===== config.mk =====
export PLATFORM = sky130hd
export DESIGN_NAME = mrb_bit_bank
export DESIGN_NICKNAME = d
export VERILOG_FILES = /design/src/inc/mrb_pkg.sv /design/src/verilog/mrb_bit_bank.sv /design/src/verilog/mrb_sc_engine.sv
export SDC_FILE = /design/constraint.sdc
export NUM_CORES = 1
export LEC_CHECK = 0
export ABC_AREA = 1
export BUFFER_PORTS_ARGS = -buffer_cell sky130_fd_sc_hd__buf_2
export CORE_ASPECT_RATIO = 1.4
export CORE_UTILIZATION = 49
export DETAILED_ROUTE_END_ITERATION = 10
export PLACE_DENSITY = 0.76
export SYNTH_ARGS = -nofsm -noshare
export SYNTH_HDL_FRONTEND = slang
export SYNTH_HIERARCHICAL = 1
export SYNTH_SLANG_ARGS = --single-unit

===== constraint.sdc =====
create_clock -name aclk -period 2.2 [get_ports aclk]
set_input_delay 0.11 -clock aclk [delete_from_list [all_inputs] [get_ports aclk]]
set_output_delay 0.11 -clock aclk [all_outputs]
set_load 0.005 [all_outputs]

===== src/inc/mrb_pkg.sv =====
package mrb_pkg;

    // ---------------------------------------------------------------
    // clock and timing
    // ---------------------------------------------------------------
    localparam int CLK_PERIOD_NS = 10;
    localparam int SC_TIME_NS = 1000;
    localparam int SC_CYCLES = (SC_TIME_NS + CLK_PERIOD_NS - 1) / CLK_PERIOD_NS;
    localparam logic [7:0] SC_LAST = 8'(SC_CYCLES - 1);

    // ---------------------------------------------------------------
    // register byte offsets
    // ---------------------------------------------------------------
    localparam logic [7:0] ADDR_CTRL = 8'h00;
    localparam logic [7:0] ADDR_STRAP = 8'h04;
    localparam logic [7:0] ADDR_LATCH = 8'h08;
    localparam logic [7:0] ADDR_OVR = 8'h0C;
    localparam logic [7:0] ADDR_WZERO = 8'h10;
    localparam logic [7:0] ADDR_IRQ_STAT = 8'h14;
    localparam logic [7:0] ADDR_IRQ_MASK = 8'h18;
    localparam logic [7:0] ADDR_LIVE = 8'h1C;
    localparam logic [7:0] ADDR_SCRATCH = 8'h20;

    // ---------------------------------------------------------------
    // field positions and values after reset
    // ---------------------------------------------------------------
    localparam int CTRL_SC_BIT = 15;
    localparam int CTRL_ARM_BIT = 14;
    localparam logic [3:0] TEST_RST = 4'hA;
    localparam logic [7:0] CFG_RST = 8'h01;
    localparam logic [15:0] OVR_RST = 16'h0000;
    localparam logic [15:0] WZERO_RST = 16'h0000;
    localparam logic [2:0] MASK_RST = 3'h0;
    localparam logic [2:0] MAX_RST = 3'h0;
    localparam logic LATCH_HI_RST = 1'b0;
    localparam logic LATCH_LO_RST = 1'b1;
    localparam int LATCH_MAX_LSB = 4;
    localparam int STRAP_W = 5;

    // ---------------------------------------------------------------
    // bus responses
    // ---------------------------------------------------------------
    localparam logic [1:0] RESP_OKAY = 2'h0;
    localparam logic [1:0] RESP_SLVERR = 2'h2;

    // ---------------------------------------------------------------
    // carriers
    // ---------------------------------------------------------------
    typedef struct packed {
        logic [2:0] latch_max_group;
        logic latch_low_bit;
        logic latch_high_bit;
    } mrb_latch_t;

    typedef struct packed {
        logic lo_evt;
        logic hi_evt;
        logic sc_done;
    } mrb_irq_t;

    typedef struct packed {
        logic [7:0] addr;
        logic [31:0] data;
        logic [3:0] strb;
    } mrb_wreq_t;

endpackage : mrb_pkg


===== src/verilog/mrb_bit_bank.sv =====
`timescale 1ns/1ns
// Summary of operation
// - reset loads every bit's default
// - defaults: none, zero, or one
// - strap pin level captured at reset
// - latch-high bit catches condition assertion
// - latch-high holds until reset or read
// - read reloads latch-high with live value
// - latch-low catches low, holds until read
// - read reloads latch-low with live value
// - max group holds highest state reached
// - max group holds until reset/read
// - read reloads max group with current state
// - self-clear trigger bits reset to zero
// - writing one starts the assigned function
// - bit clears itself when function completes
// - writes to read-only bits ignored
// - override bits writable only while armed
// - write-zero bits accept only zeros
module mrb_bit_bank
    import mrb_pkg::*;
(
    input wire logic aclk,
    input wire logic aresetn,
    input wire logic [7:0] s_axi_awaddr,
    input wire logic s_axi_awvalid,
    output logic s_axi_awready,
    input wire logic [31:0] s_axi_wdata,
    input wire logic [3:0] s_axi_wstrb,
    input wire logic s_axi_wvalid,
    output logic s_axi_wready,
    output logic [1:0] s_axi_bresp,
    output logic s_axi_bvalid,
    input wire logic s_axi_bready,
    input wire logic [7:0] s_axi_araddr,
    input wire logic s_axi_arvalid,
    output logic s_axi_arready,
    output logic [31:0] s_axi_rdata,
    output logic [1:0] s_axi_rresp,
    output logic s_axi_rvalid,
    input wire logic s_axi_rready,
    input wire logic hi_cond,
    input wire logic lo_cond_n,
    input wire logic [2:0] sm_state,
    input wire logic [15:0] fault_set,
    input wire logic strap_addr0_led_pin,
    input wire logic strap_addr1_led_pin,
    input wire logic strap_addr2_led_pin,
    input wire logic strap_addr3_led_pin,
    input wire logic strap_addr4_led_pin,
    output logic irq,
    output logic func_busy,
    output logic [7:0] cfg_out,
    output logic [3:0] test_out,
    output logic [15:0] ovr_out,
    output logic [4:0] strap_addr
);

    // ---------------------------------------------------------------
    // strap pin synchronisers and agreement filter
    // ---------------------------------------------------------------
    logic [STRAP_W-1:0] strap_in;
    logic [STRAP_W-1:0] strap_filt;

    assign strap_in = {strap_addr4_led_pin, strap_addr3_led_pin, strap_addr2_led_pin,
                       strap_addr1_led_pin, strap_addr0_led_pin};

    genvar gi;
    generate
        for (gi = 0; gi < STRAP_W; gi = gi + 1)
        begin : g_strap
            logic s1_r;
            logic s2_r;
            logic s3_r;
            logic f_r;
            always_ff @(posedge aclk)
            begin
                s1_r <= strap_in[gi];
                s2_r <= s1_r;
                s3_r <= s2_r;
                if (s2_r == s3_r)
                begin
                    f_r <= s3_r;
                end
            end
            assign strap_filt[gi] = f_r;
        end
    endgenerate

    // ---------------------------------------------------------------
    // state
    // ---------------------------------------------------------------
    logic aw_full_r, aw_full_nxt, w_full_r, w_full_nxt;
    mrb_wreq_t wreq_r, wreq_nxt;
    logic awready_r, awready_nxt, wready_r, wready_nxt, arready_r, arready_nxt;
    logic bvalid_r, bvalid_nxt, rvalid_r, rvalid_nxt;
    logic [1:0] bresp_r, bresp_nxt, rresp_r, rresp_nxt;
    logic [31:0] rdata_r, rdata_nxt;
    logic sc_r, sc_nxt, arm_r, arm_nxt;
    logic [3:0] test_r, test_nxt;
    logic [7:0] cfg_r, cfg_nxt;
    logic [15:0] ovr_r, ovr_nxt, wz_r, wz_nxt, scratch_r, scratch_nxt;
    logic [4:0] strap_r, strap_nxt;
    mrb_latch_t lat_r, lat_nxt;
    mrb_irq_t ist_r, ist_nxt, evt;
    logic [2:0] mask_r, mask_nxt;
    logic irq_r, irq_nxt;
    logic wr_go, ar_hs, rd_latch, rd_irq, sc_start, sc_busy, sc_done;
    logic [7:0] wa, ra;
    logic [15:0] wmask, wmerge, wctrl;
    logic [31:0] rd_mux;
    logic rd_map, wr_map;

    mrb_sc_engine u_sc (
        .aclk(aclk),
        .aresetn(aresetn),
        .start(sc_start),
        .busy(sc_busy),
        .done(sc_done)
    );

    // ---------------------------------------------------------------
    // decode and read mux
    // ---------------------------------------------------------------
    assign wa = {wreq_r.addr[7:2], 2'b00};
    assign ra = {s_axi_araddr[7:2], 2'b00};
    assign wr_go = aw_full_r && w_full_r && !bvalid_r;
    assign ar_hs = s_axi_arvalid && arready_r;
    assign rd_latch = ar_hs && (ra == ADDR_LATCH);
    assign rd_irq = ar_hs && (ra == ADDR_IRQ_STAT);
    assign wmask = {{8{wreq_r.strb[1]}}, {8{wreq_r.strb[0]}}};
    assign wctrl = {sc_r, arm_r, 2'b00, test_r, cfg_r};

    always_comb
    begin
        wmerge = (wreq_r.data[15:0] & wmask) | (wctrl & ~wmask);
        unique case (wa)
            ADDR_STRAP: wmerge = (wreq_r.data[15:0] & wmask) | ({11'h000, strap_r} & ~wmask);
            ADDR_OVR: wmerge = (wreq_r.data[15:0] & wmask) | (ovr_r & ~wmask);
            ADDR_IRQ_MASK: wmerge = (wreq_r.data[15:0] & wmask) | ({13'h0000, mask_r} & ~wmask);
            ADDR_SCRATCH: wmerge = (wreq_r.data[15:0] & wmask) | (scratch_r & ~wmask);
            default: wmerge = (wreq_r.data[15:0] & wmask) | (wctrl & ~wmask);
        endcase
    end

    always_comb
    begin
        rd_map = 1'b1;
        rd_mux = 32'h0000_0000;
        unique case (ra)
            ADDR_CTRL: rd_mux = {16'h0000, wctrl};
            ADDR_STRAP: rd_mux = {27'h0000000, strap_r};
            ADDR_LATCH: rd_mux = {25'h0000000, lat_r.latch_max_group, 2'b00, lat_r.latch_low_bit,
                                  lat_r.latch_high_bit};
            ADDR_OVR: rd_mux = {16'h0000, ovr_r};
            ADDR_WZERO: rd_mux = {16'h0000, wz_r};
            ADDR_IRQ_STAT: rd_mux = {29'h00000000, ist_r};
            ADDR_IRQ_MASK: rd_mux = {29'h00000000, mask_r};
            ADDR_LIVE: rd_mux = {26'h0000000, sm_state, lo_cond_n, hi_cond, sc_r};
            ADDR_SCRATCH: rd_mux = {16'h0000, scratch_r};
            default: rd_map = 1'b0;
        endcase
        wr_map = (wa <= ADDR_SCRATCH);
    end

    // ---------------------------------------------------------------
    // next state
    // ---------------------------------------------------------------
    always_comb
    begin
        aw_full_nxt = aw_full_r;
        w_full_nxt = w_full_r;
        wreq_nxt = wreq_r;
        bvalid_nxt = bvalid_r;
        bresp_nxt = bresp_r;
        rvalid_nxt = rvalid_r;
        rresp_nxt = rresp_r;
        rdata_nxt = rdata_r;
        test_nxt = test_r;
        cfg_nxt = cfg_r;
        ovr_nxt = ovr_r;
        strap_nxt = strap_r;
        mask_nxt = mask_r;
        scratch_nxt = scratch_r;
        arm_nxt = arm_r;
        if (s_axi_awvalid && awready_r)
        begin
            aw_full_nxt = 1'b1;
            wreq_nxt.addr = s_axi_awaddr;
        end
        if (s_axi_wvalid && wready_r)
        begin
            w_full_nxt = 1'b1;
            wreq_nxt.data = s_axi_wdata;
            wreq_nxt.strb = s_axi_wstrb;
        end
        if (wr_go)
        begin
            aw_full_nxt = 1'b0;
            w_full_nxt = 1'b0;
            bvalid_nxt = 1'b1;
            bresp_nxt = wr_map ? RESP_OKAY : RESP_SLVERR;
            arm_nxt = 1'b0;
            unique case (wa)
                ADDR_CTRL:
                begin
                    cfg_nxt = wmerge[7:0];
                    test_nxt = wmerge[11:8];
                    arm_nxt = wreq_r.strb[1] && wreq_r.data[CTRL_ARM_BIT];
                end
                ADDR_STRAP: strap_nxt = wmerge[4:0];
                ADDR_OVR:
                begin
                    if (arm_r)
                    begin
                        ovr_nxt = wmerge;
                    end
                end
                ADDR_IRQ_MASK: mask_nxt = wmerge[2:0];
                ADDR_SCRATCH: scratch_nxt = wmerge;
                default: ovr_nxt = ovr_r;
            endcase
        end
        else if (bvalid_r && s_axi_bready)
        begin
            bvalid_nxt = 1'b0;
        end
        awready_nxt = !aw_full_nxt;
        wready_nxt = !w_full_nxt;
        if (ar_hs)
        begin
            rvalid_nxt = 1'b1;
            rdata_nxt = rd_mux;
            rresp_nxt = rd_map ? RESP_OKAY : RESP_SLVERR;
        end
        else if (rvalid_r && s_axi_rready)
        begin
            rvalid_nxt = 1'b0;
        end
        arready_nxt = !rvalid_nxt;
    end

    // self-clear trigger, write-zero bits, latches, interrupts
    always_comb
    begin
        sc_start = wr_go && (wa == ADDR_CTRL) && wreq_r.strb[1] && wreq_r.data[CTRL_SC_BIT] && !sc_r;
        sc_nxt = (sc_r && !sc_done) || sc_start;
        wz_nxt = wz_r | fault_set;
        if (wr_go && (wa == ADDR_WZERO))
        begin
            wz_nxt = (wz_r & ~(~wreq_r.data[15:0] & wmask)) | fault_set;
        end
        lat_nxt.latch_high_bit = rd_latch ? hi_cond : (lat_r.latch_high_bit | hi_cond);
        lat_nxt.latch_low_bit = rd_latch ? lo_cond_n : (lat_r.latch_low_bit & lo_cond_n);
        if (rd_latch)
        begin
            lat_nxt.latch_max_group = sm_state;
        end
        else if (sm_state > lat_r.latch_max_group)
        begin
            lat_nxt.latch_max_group = sm_state;
        end
        else
        begin
            lat_nxt.latch_max_group = lat_r.latch_max_group;
        end
        evt.sc_done = sc_done;
        evt.hi_evt = hi_cond && !lat_r.latch_high_bit;
        evt.lo_evt = !lo_cond_n && lat_r.latch_low_bit;
        ist_nxt = (rd_irq ? 3'h0 : ist_r) | evt;
        irq_nxt = |(ist_nxt & mask_nxt);
    end

    // ---------------------------------------------------------------
    // registers
    // ---------------------------------------------------------------
    always_ff @(posedge aclk)
    begin
        if (!aresetn)
        begin
            aw_full_r <= 1'b0;
            w_full_r <= 1'b0;
            wreq_r <= '0;
            awready_r <= 1'b0;
            wready_r <= 1'b0;
            arready_r <= 1'b0;
            bvalid_r <= 1'b0;
            rvalid_r <= 1'b0;
            bresp_r <= RESP_OKAY;
            rresp_r <= RESP_OKAY;
            rdata_r <= 32'h0000_0000;
            sc_r <= 1'b0;
            arm_r <= 1'b0;
            test_r <= TEST_RST;
            cfg_r <= CFG_RST;
            ovr_r <= OVR_RST;
            wz_r <= WZERO_RST;
            strap_r <= strap_filt;
            lat_r <= {MAX_RST, LATCH_LO_RST, LATCH_HI_RST};
            ist_r <= 3'h0;
            mask_r <= MASK_RST;
            irq_r <= 1'b0;
        end
        else
        begin
            aw_full_r <= aw_full_nxt;
            w_full_r <= w_full_nxt;
            wreq_r <= wreq_nxt;
            awready_r <= awready_nxt;
            wready_r <= wready_nxt;
            arready_r <= arready_nxt;
            bvalid_r <= bvalid_nxt;
            rvalid_r <= rvalid_nxt;
            bresp_r <= bresp_nxt;
            rresp_r <= rresp_nxt;
            rdata_r <= rdata_nxt;
            sc_r <= sc_nxt;
            arm_r <= arm_nxt;
            test_r <= test_nxt;
            cfg_r <= cfg_nxt;
            ovr_r <= ovr_nxt;
            wz_r <= wz_nxt;
            strap_r <= strap_nxt;
            lat_r <= lat_nxt;
            ist_r <= ist_nxt;
            mask_r <= mask_nxt;
            irq_r <= irq_nxt;
        end
    end

    // scratch word has no default value
    always_ff @(posedge aclk)
    begin
        scratch_r <= scratch_nxt;
    end

    assign s_axi_awready = awready_r;
    assign s_axi_wready = wready_r;
    assign s_axi_bvalid = bvalid_r;
    assign s_axi_bresp = bresp_r;
    assign s_axi_arready = arready_r;
    assign s_axi_rvalid = rvalid_r;
    assign s_axi_rresp = rresp_r;
    assign s_axi_rdata = rdata_r;
    assign irq = irq_r;
    assign func_busy = sc_r;
    assign cfg_out = cfg_r;
    assign test_out = test_r;
    assign ovr_out = ovr_r;
    assign strap_addr = strap_r;

    // ---------------------------------------------------------------
    // checks
    // ---------------------------------------------------------------
    localparam int A_SC_MAX = SC_CYCLES + 2;
endmodule : mrb_bit_bank


===== src/verilog/mrb_sc_engine.sv =====
`timescale 1ns/1ns
module mrb_sc_engine
    import mrb_pkg::*;
(
    input wire logic aclk,
    input wire logic aresetn,
    input wire logic start,
    output logic busy,
    output logic done
);

    // ---------------------------------------------------------------
    // triggered function: runs a fixed time, then reports done
    // ---------------------------------------------------------------
    typedef enum logic {SC_IDLE, SC_RUN} mrb_sc_state_t;

    mrb_sc_state_t state_r;
    mrb_sc_state_t state_nxt;
    logic [7:0] cnt_r;
    logic [7:0] cnt_nxt;
    logic done_r;
    logic done_nxt;

    always_comb
    begin
        state_nxt = state_r;
        cnt_nxt = cnt_r;
        done_nxt = 1'b0;
        unique case (state_r)
            SC_IDLE:
            begin
                if (start)
                begin
                    state_nxt = SC_RUN;
                    cnt_nxt = 8'h00;
                end
            end
            SC_RUN:
            begin
                if (cnt_r == SC_LAST)
                begin
                    state_nxt = SC_IDLE;
                    done_nxt = 1'b1;
                end
                else
                begin
                    cnt_nxt = cnt_r + 8'h01;
                end
            end
        endcase
    end

    always_ff @(posedge aclk)
    begin
        if (!aresetn)
        begin
            state_r <= SC_IDLE;
            cnt_r <= 8'h00;
            done_r <= 1'b0;
        end
        else
        begin
            state_r <= state_nxt;
            cnt_r <= cnt_nxt;
            done_r <= done_nxt;
        end
    end

    assign busy = (state_r == SC_RUN);
    assign done = done_r;

endmodule : mrb_sc_engine


==> summary.txt, run 1 <==
Status
  – Status: finished, final reports clean

Clocking
  – CTS tree: done
  – Post-CTS Setup Inserts: 0
  – Clk_lat worst skew: 0.43 ns
  – H-tree levels: 4
  – CTS max path bufs: 2
  – Clk slew on worst S/H paths: 0.07 ns
  – CTS root buf: clkbuf_16
  – Sink Count: 158
  – Num CTS Buffers: 17

Floorplan
  – Starting Density: ~50%
  – Chip height: 147 µm
  – Die X: 106 µm
  – Ports: 161
  – Core Area: about 15000 µm²
  – Placement Rows: 52
  – Die area: 15600 µm²

Min path
  – Worst hold path depth: 4
  – Min-delay worst type: input port to register

Timing
  – Skew final: 0.0101 ns
  – Rel. slew slack: 55.3%
  – Fmax: ~500 MHz
  – Tmin final: 1.95 ns
  – Final Hold Viols: 0
  – Fin crit share: 88.7%
  – Slew Viols, Final: 0
  – Unrepaired setup endpoints after global routing: no
  – Setup violators final: 0
  – Setup TNS: 0 ns
  – Least-Margin Pin Slew: about 0.67 ns

Placed design
  – GPL Wtd Cong: approximately 0.9
  – Dpl hpwl: around 14000 µm
  – # port buffers: 120

Yosys
  – Synthesized area: 7400 µm²
  – Number of synthesized flops with an enable pin: 26
  – Synth warn: 6
  – Number of library cell types mapped by synthesis: 40
  – Synth Instances: 999
  – Top FF cell, synth: dfxtp_1
  – Seq cells post-synth: 158
  – Async S/R FF share, synth: 0%
  – Avg Inst Size Synth: approximately 7.4 µm²
  – Post-synthesis sequential area ratio: between 40% and 50%

Drt
  – Routed len/inst: around 15 µm
  – Total wire length: between 20000 and 25000 µm
  – Pre-Repair DR Iteration Count: 5
  – Routed via count: 7139
  – First DRT Iteration DRCs: 538
  – Routed vias/inst: 5.20
  – Post-route ant nets: 0
  – DRC: 0

Global route
  – GRT Overall Usage: 26.6%
  – Met3 usage: under 10%
  – Grt ovf: 0
  – First-pass GRT wire length: 32500 µm
  – GR Layer Usage met1: 31.6%
  – Largest net degree at the start of global routing: 39
  – Met2 global-route usage: 47.5%
  – Vias in the first global route: 6637
  – Initial antenna violation count: 0
  – Most used routing layer: met2

Cells and area
  – Final core utilization: 63.6%
  – Commonest non-fill, non-tap cell in the layout: nand2_1
  – Final nets: around 1300
  – Synth-to-Final Area Change: 25.3%
  – Layout cells sized above 1: 19.4%
  – Antenna diodes: 0
  – Most frequent cells in the layout: 254 x nand2_1, 132 x dfxtp_1, 120 x buf_2

Setup path
  – Worst EP arrival: between 2 and 2.5 ns
  – Data required time of the worst path: 2.38 ns
  – Sequence of cells on the critical path: nor2_2 -> buf_4 -> nand3_4 -> nand2_4 -> nor2_4 -> inv_1 -> nand2_1 -> nand3_2 -> nand2_1 -> nand2_1
  – Crit. End Element: register
  – Crit path largest cell delay: 0.37 ns
  – Setup slack, reg-to-reg: 0.25 ns
  – CP Max Fanout: 14
  – Crit-path slowest cell: nor2_4
  – R2r worst-path depth: 10
  – Worst Setup Start Kind: register
  – Setup CP Type: register to register
  – Crit-path most repeated cell: nand2_1

Pwr
  – PwrDens: 766 nW/µm²
  – Maximum VDD drop: 0.000641 V
  – LEAKAGE: about 4.3 nW

Run
  – Max-cap viol count: 0
path summary, 6_finish.rpt:
path / endpoint / start
worst max-delay path: strap_addr[4] / wa[7]
worst min-delay path: s_axi_rvalid / s_axi_rready
worst max register to register: strap_addr[4] / wa[7]
worst min register to register: g_strap[4].s2_r / g_strap[4].s1_r
what timing repair did:
| action | in CTS | in global routing |
|---|---|---|
| hold buffers | 48 | 0 |
| resized for setup | 0 | 0 |
| endpoints found under the setup margin | 0 | 0 |
| endpoints found under the hold margin | 48 | 0 |
power by group:
group          leakage, nW  total (W)  internal (W)  switching [W]
clock                0.310    0.00322       0.00194        0.00128
sequential            1.33    0.00315       0.00307      0.0000793
combinational         2.69   0.000734      0.000292       0.000442
flip-flops by register name (all words and copies together), names as in the netlist, 6 cells and up:
name / flops
wreq_r: 16
u_sc/cnt_r: 8
wz_r: 16
s_axi_rdata: 16
wa: 6
ovr_out: 16
cfg_out: 8
scratch_r: 16
cells in the mapped netlist (all sizes together) (4+ instances only):
cell	count	area [µm²]
a21oi	98	498
buf	39	290
clkbuf	21	78.8
dfxtp	132	2640
edfxtp	26	781
ha	5	62.6
inv	102	383
nand2	268	1060
nand3	38	248
nand3b	4	30.0
nand4	27	169
nor2	121	514
o21ai	93	465
or2	5	31.3
xnor2	5	43.8
stage by stage:
stage	area (µm²)	cells	setup WS (ns)	total power, W	hold slack, ns
after floorplan	7460	1016	0.136	0.00366	0.138
after global placement	8150	1293	0.373	0.00385	0.212
after detailed placement	8150	1293	0.332	0.00386	0.214
after CTS	9270	1373	0.278	0.00712	0.00928
after global routing	9270	1373	0.159	0.00735	0.0352
final	9270	1373	0.249	0.00710	0.00941
cell families (layout without fill, tap and decap cells):
family,Yosys count,in the layout,synth area share [%]
compound gates,200,200,13.9
flops,158,158,46.3
simple gates,466,466,28.0
other cells,1,18,0.0507
xor+xnor,5,5,0.592
fa+ha+maj,5,5,0.845
buf+inv,164,332,10.3
critical path: cells and delay by family (launching register included):
kind                   cells  cell delay (ns)
buffers and inverters      2             0.29
flip-flops                 1             0.34
AND/OR/NAND/NOR            8             1.07
final cells by class:
cell class	instances	area, µm²
Fill cell	1346	5300
Multi-Input combinational cell	694	3270
Clock buffer	19	433
Inverter	104	397
Sequential cell	158	3420
Timing Repair Buffer	196	1300
Clock inverter	13	204
Tap cell	189	236
metal layers:
metal | share of wire (%) | routed length [µm]
met5 | 0 | 0
met4 | 2.8 | 579
met3 | 5.6 | 1150
met2 | 51 | 10400
met1 | 40 | 8250
No activity file was read; power rests on OpenSTA's default activity.
==> run 2, diff against run 1 <==
--- a/config.mk
+++ b/config.mk
@@ -10,6 +10,7 @@
 export CORE_ASPECT_RATIO = 1.4
 export CORE_UTILIZATION = 49
 export DETAILED_ROUTE_END_ITERATION = 10
+export GPL_TIMING_DRIVEN = 0
 export PLACE_DENSITY = 0.76
 export SYNTH_ARGS = -nofsm -noshare
 export SYNTH_HDL_FRONTEND = slang
==> summary.txt, run 2 (synthesis gave the netlist of run 1 again) <==
Cells and area
  – Layout cells sized above 1: 20.1% (was 19.4%)
  – Fin area: 9470 µm² (was 9270 µm²)
  – Antenna diodes: 0 (unchanged)
  – Final nets: 1300 (was 1261)
  – Commonest non-fill, non-tap cell in the layout: nand2_1 (unchanged)
  – Most frequent cells in the layout: 254 x nand2_1, 132 x buf_2, 132 x dfxtp_1 (was 254 x nand2_1, 132 x dfxtp_1, 120 x buf_2)
  – Synth-to-Final Area Change: 28.0% (was 25.3%)

Global route
  – Grt ovf: 0 (unchanged)
  – GRT Overall Usage: 29.7% (was 26.6%)
  – First-pass GRT wire length: 35700 µm (was 32500 µm)
  – Largest net degree at the start of global routing: 18 (was 39)
  – Initial antenna violation count: 0 (unchanged)
  – Vias in the first global route: 7154 (was 6637)

Timing
  – Tmin final: 2.00 ns (was 1.95 ns)
  – Fmax: 499 MHz (was 513 MHz)
  – Least-Margin Pin Slew: 0.836 ns (was 0.669 ns)
  – Fin crit share: 91.1% (was 88.7%)
  – Setup TNS: 0 ns (unchanged)
  – Skew final: 0.00816 ns (was 0.0101 ns)
  – Setup violators final: 0 (unchanged)
  – Final setup margin: 0.195 ns (was 0.249 ns)
  – Slew Viols, Final: 0 (unchanged)
  – Unrepaired setup endpoints after global routing: no (unchanged)
  – Hold WS: 0.0342 ns (was 0.00941 ns)
  – Final Hold Viols: 0 (unchanged)
  – Rel. slew slack: 44.3% (was 55.3%)

Placed design
  – Post-place setup slack: 0.0396 ns (was 0.332 ns)
  – Dpl cell area: 8330 µm² (was 8150 µm²)
  – Dpl hpwl: 16200 µm (was 14200 µm)
  – # port buffers: 120 (unchanged)
  – GPL Wtd Cong: 0.904 (was 0.900)

Clocking
  – CTS max path bufs: 2 (unchanged)
  – Sink Count: 158 (unchanged)
  – Clk slew on worst S/H paths: 0.07 ns (about the same)
  – Num CTS Buffers: 17 (unchanged)
  – CTS tree: done (unchanged)
  – Clk_lat worst skew: 0.43 ns (about the same)
  – CTS root buf: clkbuf_16 (unchanged)
  – H-tree levels: 4 (unchanged)

Setup path
  – Crit path max-delay family: simple AND/OR/NAND/NOR gates (unchanged)
  – Crit. End Element: register (unchanged)
  – Worst Setup Start Kind: register (unchanged)
  – Critical path buffers and inverters: 4 (was 2)
  – Worst EP arrival: 2.36 ns (was 2.13 ns)
  – Crit-path most repeated cell: nand2_1 (unchanged)
  – Setup CP Type: register to register (unchanged)
  – Crit path largest cell delay: 0.32 ns (was 0.37 ns)
  – Data required time of the worst path: 2.55 ns (was 2.38 ns)
  – Crit-path slowest cell: dfxtp_1 (was nor2_4)
  – CP Max Fanout: 10 (was 14)
  – Sequence of cells on the critical path: nor2_2 -> buf_6 -> nand2_1 -> nor2_2 -> nand3_4 -> inv_4 -> buf_6 -> nand2_1 -> inv_1 -> nand2_2 -> nand2_4 -> nand2_1 -> a21oi_1 (was nor2_2 -> buf_4 -> nand3_4 -> nand2_4 -> nor2_4 -> inv_1 -> nand2_1 -> nand3_2 -> nand2_1 -> nand2_1)

Min path
  – Min-delay worst type: input port to register (unchanged)

Floorplan
  – Core Area: 14600 µm² (unchanged)
  – Die area: 15600 µm² (unchanged)
  – Chip height: 147 µm (unchanged)
  – Placement Rows: 52 (unchanged)
  – Starting Density: 50.8% (unchanged)
  – Die X: 106 µm (unchanged)
  – Ports: 161 (unchanged)

Drt
  – DRC: 0 (unchanged)
  – Post-route ant nets: 0 (unchanged)
  – Routed via count: 7461 (was 7139)
  – Total wire length: 22600 µm (was 20400 µm)
  – Pre-Repair DR Iteration Count: 5 (unchanged)
  – First DRT Iteration DRCs: 496 (was 538)
  – Routed len/inst: 16.0 µm (was 14.9 µm)
  – Routed vias/inst: 5.28 (was 5.20)

Pwr
  – Maximum VDD drop: 0.000541 V (was 0.000641 V)
  – LEAKAGE: 4.43 nW (was 4.33 nW)
  – PwrDens: 731 nW/µm² (was 766 nW/µm²)

Run
  – Max-cap viol count: 0 (unchanged)

Status
  – Status: finished, final reports clean (unchanged)
-- run 2: what timing repair did --
action | in CTS | in global routing
hold buffers | 52 | 0
buffers inserted | 0 | 2
setup endpoints to repair | 0 | 8
endpoints found under the hold margin | 56 | 0
gates resized for setup | 0 | 2
-- run 2: final timing paths --
| path | slack [ns] | from | to | depth (start not counted) |
|---|---|---|---|---|
| worst min register to register | 0.33 | g_strap[0].s1_r | g_strap[0].s2_r | 0 |
| worst max register to register | 0.20 | wa[6] | u_sc/cnt_r[2] | 13 |
| worst min-delay path | 0.03 | s_axi_wstrb[0] | wmask[0] | 3 |
| worst max-delay path | 0.20 | wa[6] | u_sc/cnt_r[2] | 13 |
-- run 2: report_power, final --
part,internal [W],total (W),switching [W]
clock,0.00162,0.00298,0.00135
sequential,0.00307,0.00315,0.0000845
combinational,0.000319,0.000796,0.000477
-- run 2: worst min-delay path: cells and delay by family --
kind                   cells  cell delay [ns]
AO/OA/AOI/OAI              2             0.21
buffers and inverters      1             0.09
-- run 2: layout make-up --
type / count / area [µm²]
sequential: 158 / 3420
inverter: 104 / 398
clock inverter: 15 / 168
timing repair buffer: 175 / 1160
buffer: 60 / 369
fill: 1336 / 5110
clock buffer: 17 / 425
multi-input combinational: 694 / 3280
tap: 189 / 236
-- run 2: through the flow --
stage	total power, W	std cells	util [%]
3_5_place_dp	0.00392	1326	57.2
5_1_grt	0.00716	1412	65.0
4_1_cts	0.00693	1410	64.8
6_report	0.00692	1412	65.0
2_1_floorplan	0.00366	1016	-
3_3_place_gp	0.00390	1325	57.0
-- run 2: metal layers --
metal	up-vias	track usage (%)	share of wire, %
met1	3443	34.3	38
met2	352	52.8	51
met3	52	6.08	7.1
met5	-	0	0
li1	3614	-	-
met4	0	12.8	3.3
==> run 3, diff against run 2 <==
--- a/config.mk
+++ b/config.mk
@@ -7,7 +7,7 @@
 export LEC_CHECK = 0
 export ABC_AREA = 1
 export BUFFER_PORTS_ARGS = -buffer_cell sky130_fd_sc_hd__buf_2
-export CORE_ASPECT_RATIO = 1.4
+export CORE_ASPECT_RATIO = 0.5
 export CORE_UTILIZATION = 49
 export DETAILED_ROUTE_END_ITERATION = 10
 export GPL_TIMING_DRIVEN = 0
==> summary.txt, run 3 (synthesis gave the netlist of run 1 again) <==
Status
  – Status: finished, final reports clean (unchanged)

Setup path
  – Setup CP Type: register to register (unchanged)
  – Crit-path slowest cell: nor2_2 (was dfxtp_1)
  – R2r startpoint: wa[5] (was wa[6])
  – Critical path origin: wa[5] (was wa[6])
  – Crit-path most repeated cell: buf_6 (was nand2_1)
  – Worst EP arrival: 2.19 ns (was 2.36 ns)
  – CP Max Fanout: 10 (unchanged)
  – Crit path largest cell delay: 0.44 ns (was 0.32 ns)
  – Crit. End Element: register (unchanged)
  – Data required time of the worst path: 2.33 ns (was 2.55 ns)
  – Sequence of cells on the critical path: inv_2 -> nor2_2 -> nand3_2 -> buf_6 -> buf_6 -> nor2_2 -> buf_6 (was nor2_2 -> buf_6 -> nand2_1 -> nor2_2 -> nand3_4 -> inv_4 -> buf_6 -> nand2_1 -> inv_1 -> nand2_2 -> nand2_4 -> nand2_1 -> a21oi_1)
  – Worst Setup Start Kind: register (unchanged)

Timing
  – Unrepaired setup endpoints after global routing: no (unchanged)
  – Setup TNS: 0 ns (unchanged)
  – Slew Viols, Final: 0 (unchanged)
  – Setup violators final: 0 (unchanged)
  – Rel. slew slack: 47.7% (was 44.3%)
  – Fmax: 485 MHz (was 499 MHz)
  – Hold WS: 0.00851 ns (was 0.0342 ns)
  – Least-Margin Pin Slew: 0.784 ns (was 0.836 ns)
  – Final Hold Viols: 0 (unchanged)
  – Fin crit share: 93.7% (was 91.1%)
  – Tmin final: 2.06 ns (was 2.00 ns)
  – Skew final: 0.00838 ns (was 0.00816 ns)

Pwr
  – Net Switching: 0.00183 W (was 0.00191 W)
  – Clock share of power: 40.9% (was 43.0%)
  – Comb power frac: 12.0% (was 11.5%)
  – Int Pwr: 0.00485 W (was 0.00501 W)
  – Sequential Power Share: 47.1% (was 45.5%)
  – Switching part of the total: 27.4% (was 27.6%)
  – LEAKAGE: 4.40 nW (was 4.43 nW)
  – Total Power: 0.00669 W (was 0.00692 W)
  – Maximum VDD drop: 0.000452 V (was 0.000541 V)
  – PwrDens: 711 nW/µm² (was 731 nW/µm²)

Clocking
  – Num CTS Buffers: 17 (unchanged)
  – Clk slew on worst S/H paths: 0.07 ns (about the same)
  – CTS root buf: clkbuf_16 (unchanged)
  – CTS tree: done (unchanged)
  – H-tree levels: 4 (unchanged)
  – CTS max path bufs: 2 (unchanged)
  – Sink Count: 158 (unchanged)
  – Clk_lat worst skew: 0.42 ns (was 0.43 ns)

Drt
  – Pre-Repair DR Iteration Count: 6 (was 5)
  – Routed via count: 7428 (was 7461)
  – Total wire length: 22700 µm (was 22600 µm)
  – First DRT Iteration DRCs: 678 (was 496)
  – Post-route ant nets: 0 (unchanged)
  – DRC: 0 (unchanged)
  – Routed vias/inst: 5.23 (was 5.28)
  – Routed len/inst: 16.0 µm (about the same)

Global route
  – Grt ovf: 0 (unchanged)
  – Largest net degree at the start of global routing: 17 (was 18)
  – Initial antenna violation count: 0 (unchanged)
  – First-pass GRT wire length: 34600 µm (was 35700 µm)
  – Vias in the first global route: 6762 (was 7154)
  – GRT Overall Usage: 29.4% (was 29.7%)

Floorplan
  – Placement Rows: 31 (was 52)
  – Core Area: 14600 µm² (about the same)
  – Chip height: 88.9 µm (was 147 µm)
  – Die area: 15600 µm² (about the same)
  – Die X: 176 µm (was 106 µm)
  – Ports: 161 (unchanged)
  – Starting Density: 50.7% (was 50.8%)

Min path
  – Min-delay worst type: input port to register (unchanged)
  – Hold path startpoint: s_axi_wdata[0] (was s_axi_wstrb[0])

Placed design
  – Dpl hpwl: 16400 µm (was 16200 µm)
  – GPL Wtd Cong: 0.911 (was 0.904)
  – # port buffers: 120 (unchanged)

Cells and area
  – Layout cells sized above 1: 20.1% (about the same)
  – Final nets: 1299 (was 1300)
  – Final core utilization: 64.5% (was 65.0%)
  – Most frequent cells in the layout: 253 x nand2_1, 132 x buf_2, 132 x dfxtp_1 (was 254 x nand2_1, 132 x buf_2, 132 x dfxtp_1)
  – Synth-to-Final Area Change: 27.1% (was 28.0%)
  – Antenna diodes: 0 (unchanged)
  – Commonest non-fill, non-tap cell in the layout: nand2_1 (unchanged)
  – Fillers: 1292 (was 1336)

Run
  – Max-cap viol count: 0 (unchanged)
==> run 3: cell type report <==
class	count	area [µm²]	area share, %
Buffer	60	370	3.94
Clock inverter	13	104	1.10
Clock buffer	19	433	4.60
Timing Repair Buffer	174	1140	12.1
Inverter	104	400	4.26
Sequential cell	158	3420	36.4
Multi-Input combinational cell	694	3290	35.0
Tap cell	198	248	2.63
==> run 3: routing by layer <==
metal  share of wire, %  vias to the layer above  track usage (%)  wire (µm)
li1                   -                     3613                -          -
met1                 44                     3452             39.0      10000
met2                 46                      313             49.1      10300
met3                8.2                       50             5.06       1860
met4                2.2                        0             10.4        490
met5                  0                        -                0          0
==> run 3: critical path, delay by kind of cell (launching register included) <==
family                 cells  cell delay [ns]
buffers and inverters      4             0.67
DFF                        1             0.40
and+or+nand+nor            3             0.68
==> run 3: per-stage QoR <==
stage	worst slack [ns]	instances	cell area [µm²]
floorplan	0.136	1016	7460
global placement	-0.534	1334	8310
detailed placement	-0.0931	1335	8330
CTS	0.0408	1418	9380
global route	0.00857	1420	9400
finish	0.138	1420	9400
==> run 3: path summary, 6_finish.rpt <==
| check | cells after the start | to | slack [ns] |
|---|---|---|---|
| worst max-delay path | 7 | scratch_r[0] | 0.14 |
| worst min-delay path | 3 | wreq_r[4] | 0.009 |
| worst max register to register | 7 | scratch_r[0] | 0.14 |
| worst min register to register | 0 | g_strap[3].s2_r | 0.33 |
==> run 3: timing repair <==
item | CTS | global route
gates resized for setup | 2 | 3
hold endpoints to repair | 54 | 0
hold buffers | 51 | 0
setup buffers | 0 | 2
setup endpoints to repair | 8 | 13
==> run 3: power by group through the flow <==
stage,combinational (W),sequential (W),clock (W)
floorplan,0.000470,0.00319,0
finish,0.000802,0.00315,0.00274
global placement,0.000683,0.00321,0
CTS,0.000782,0.00315,0.00276
global route,0.000884,0.00316,0.00287
detailed placement,0.000706,0.00321,0
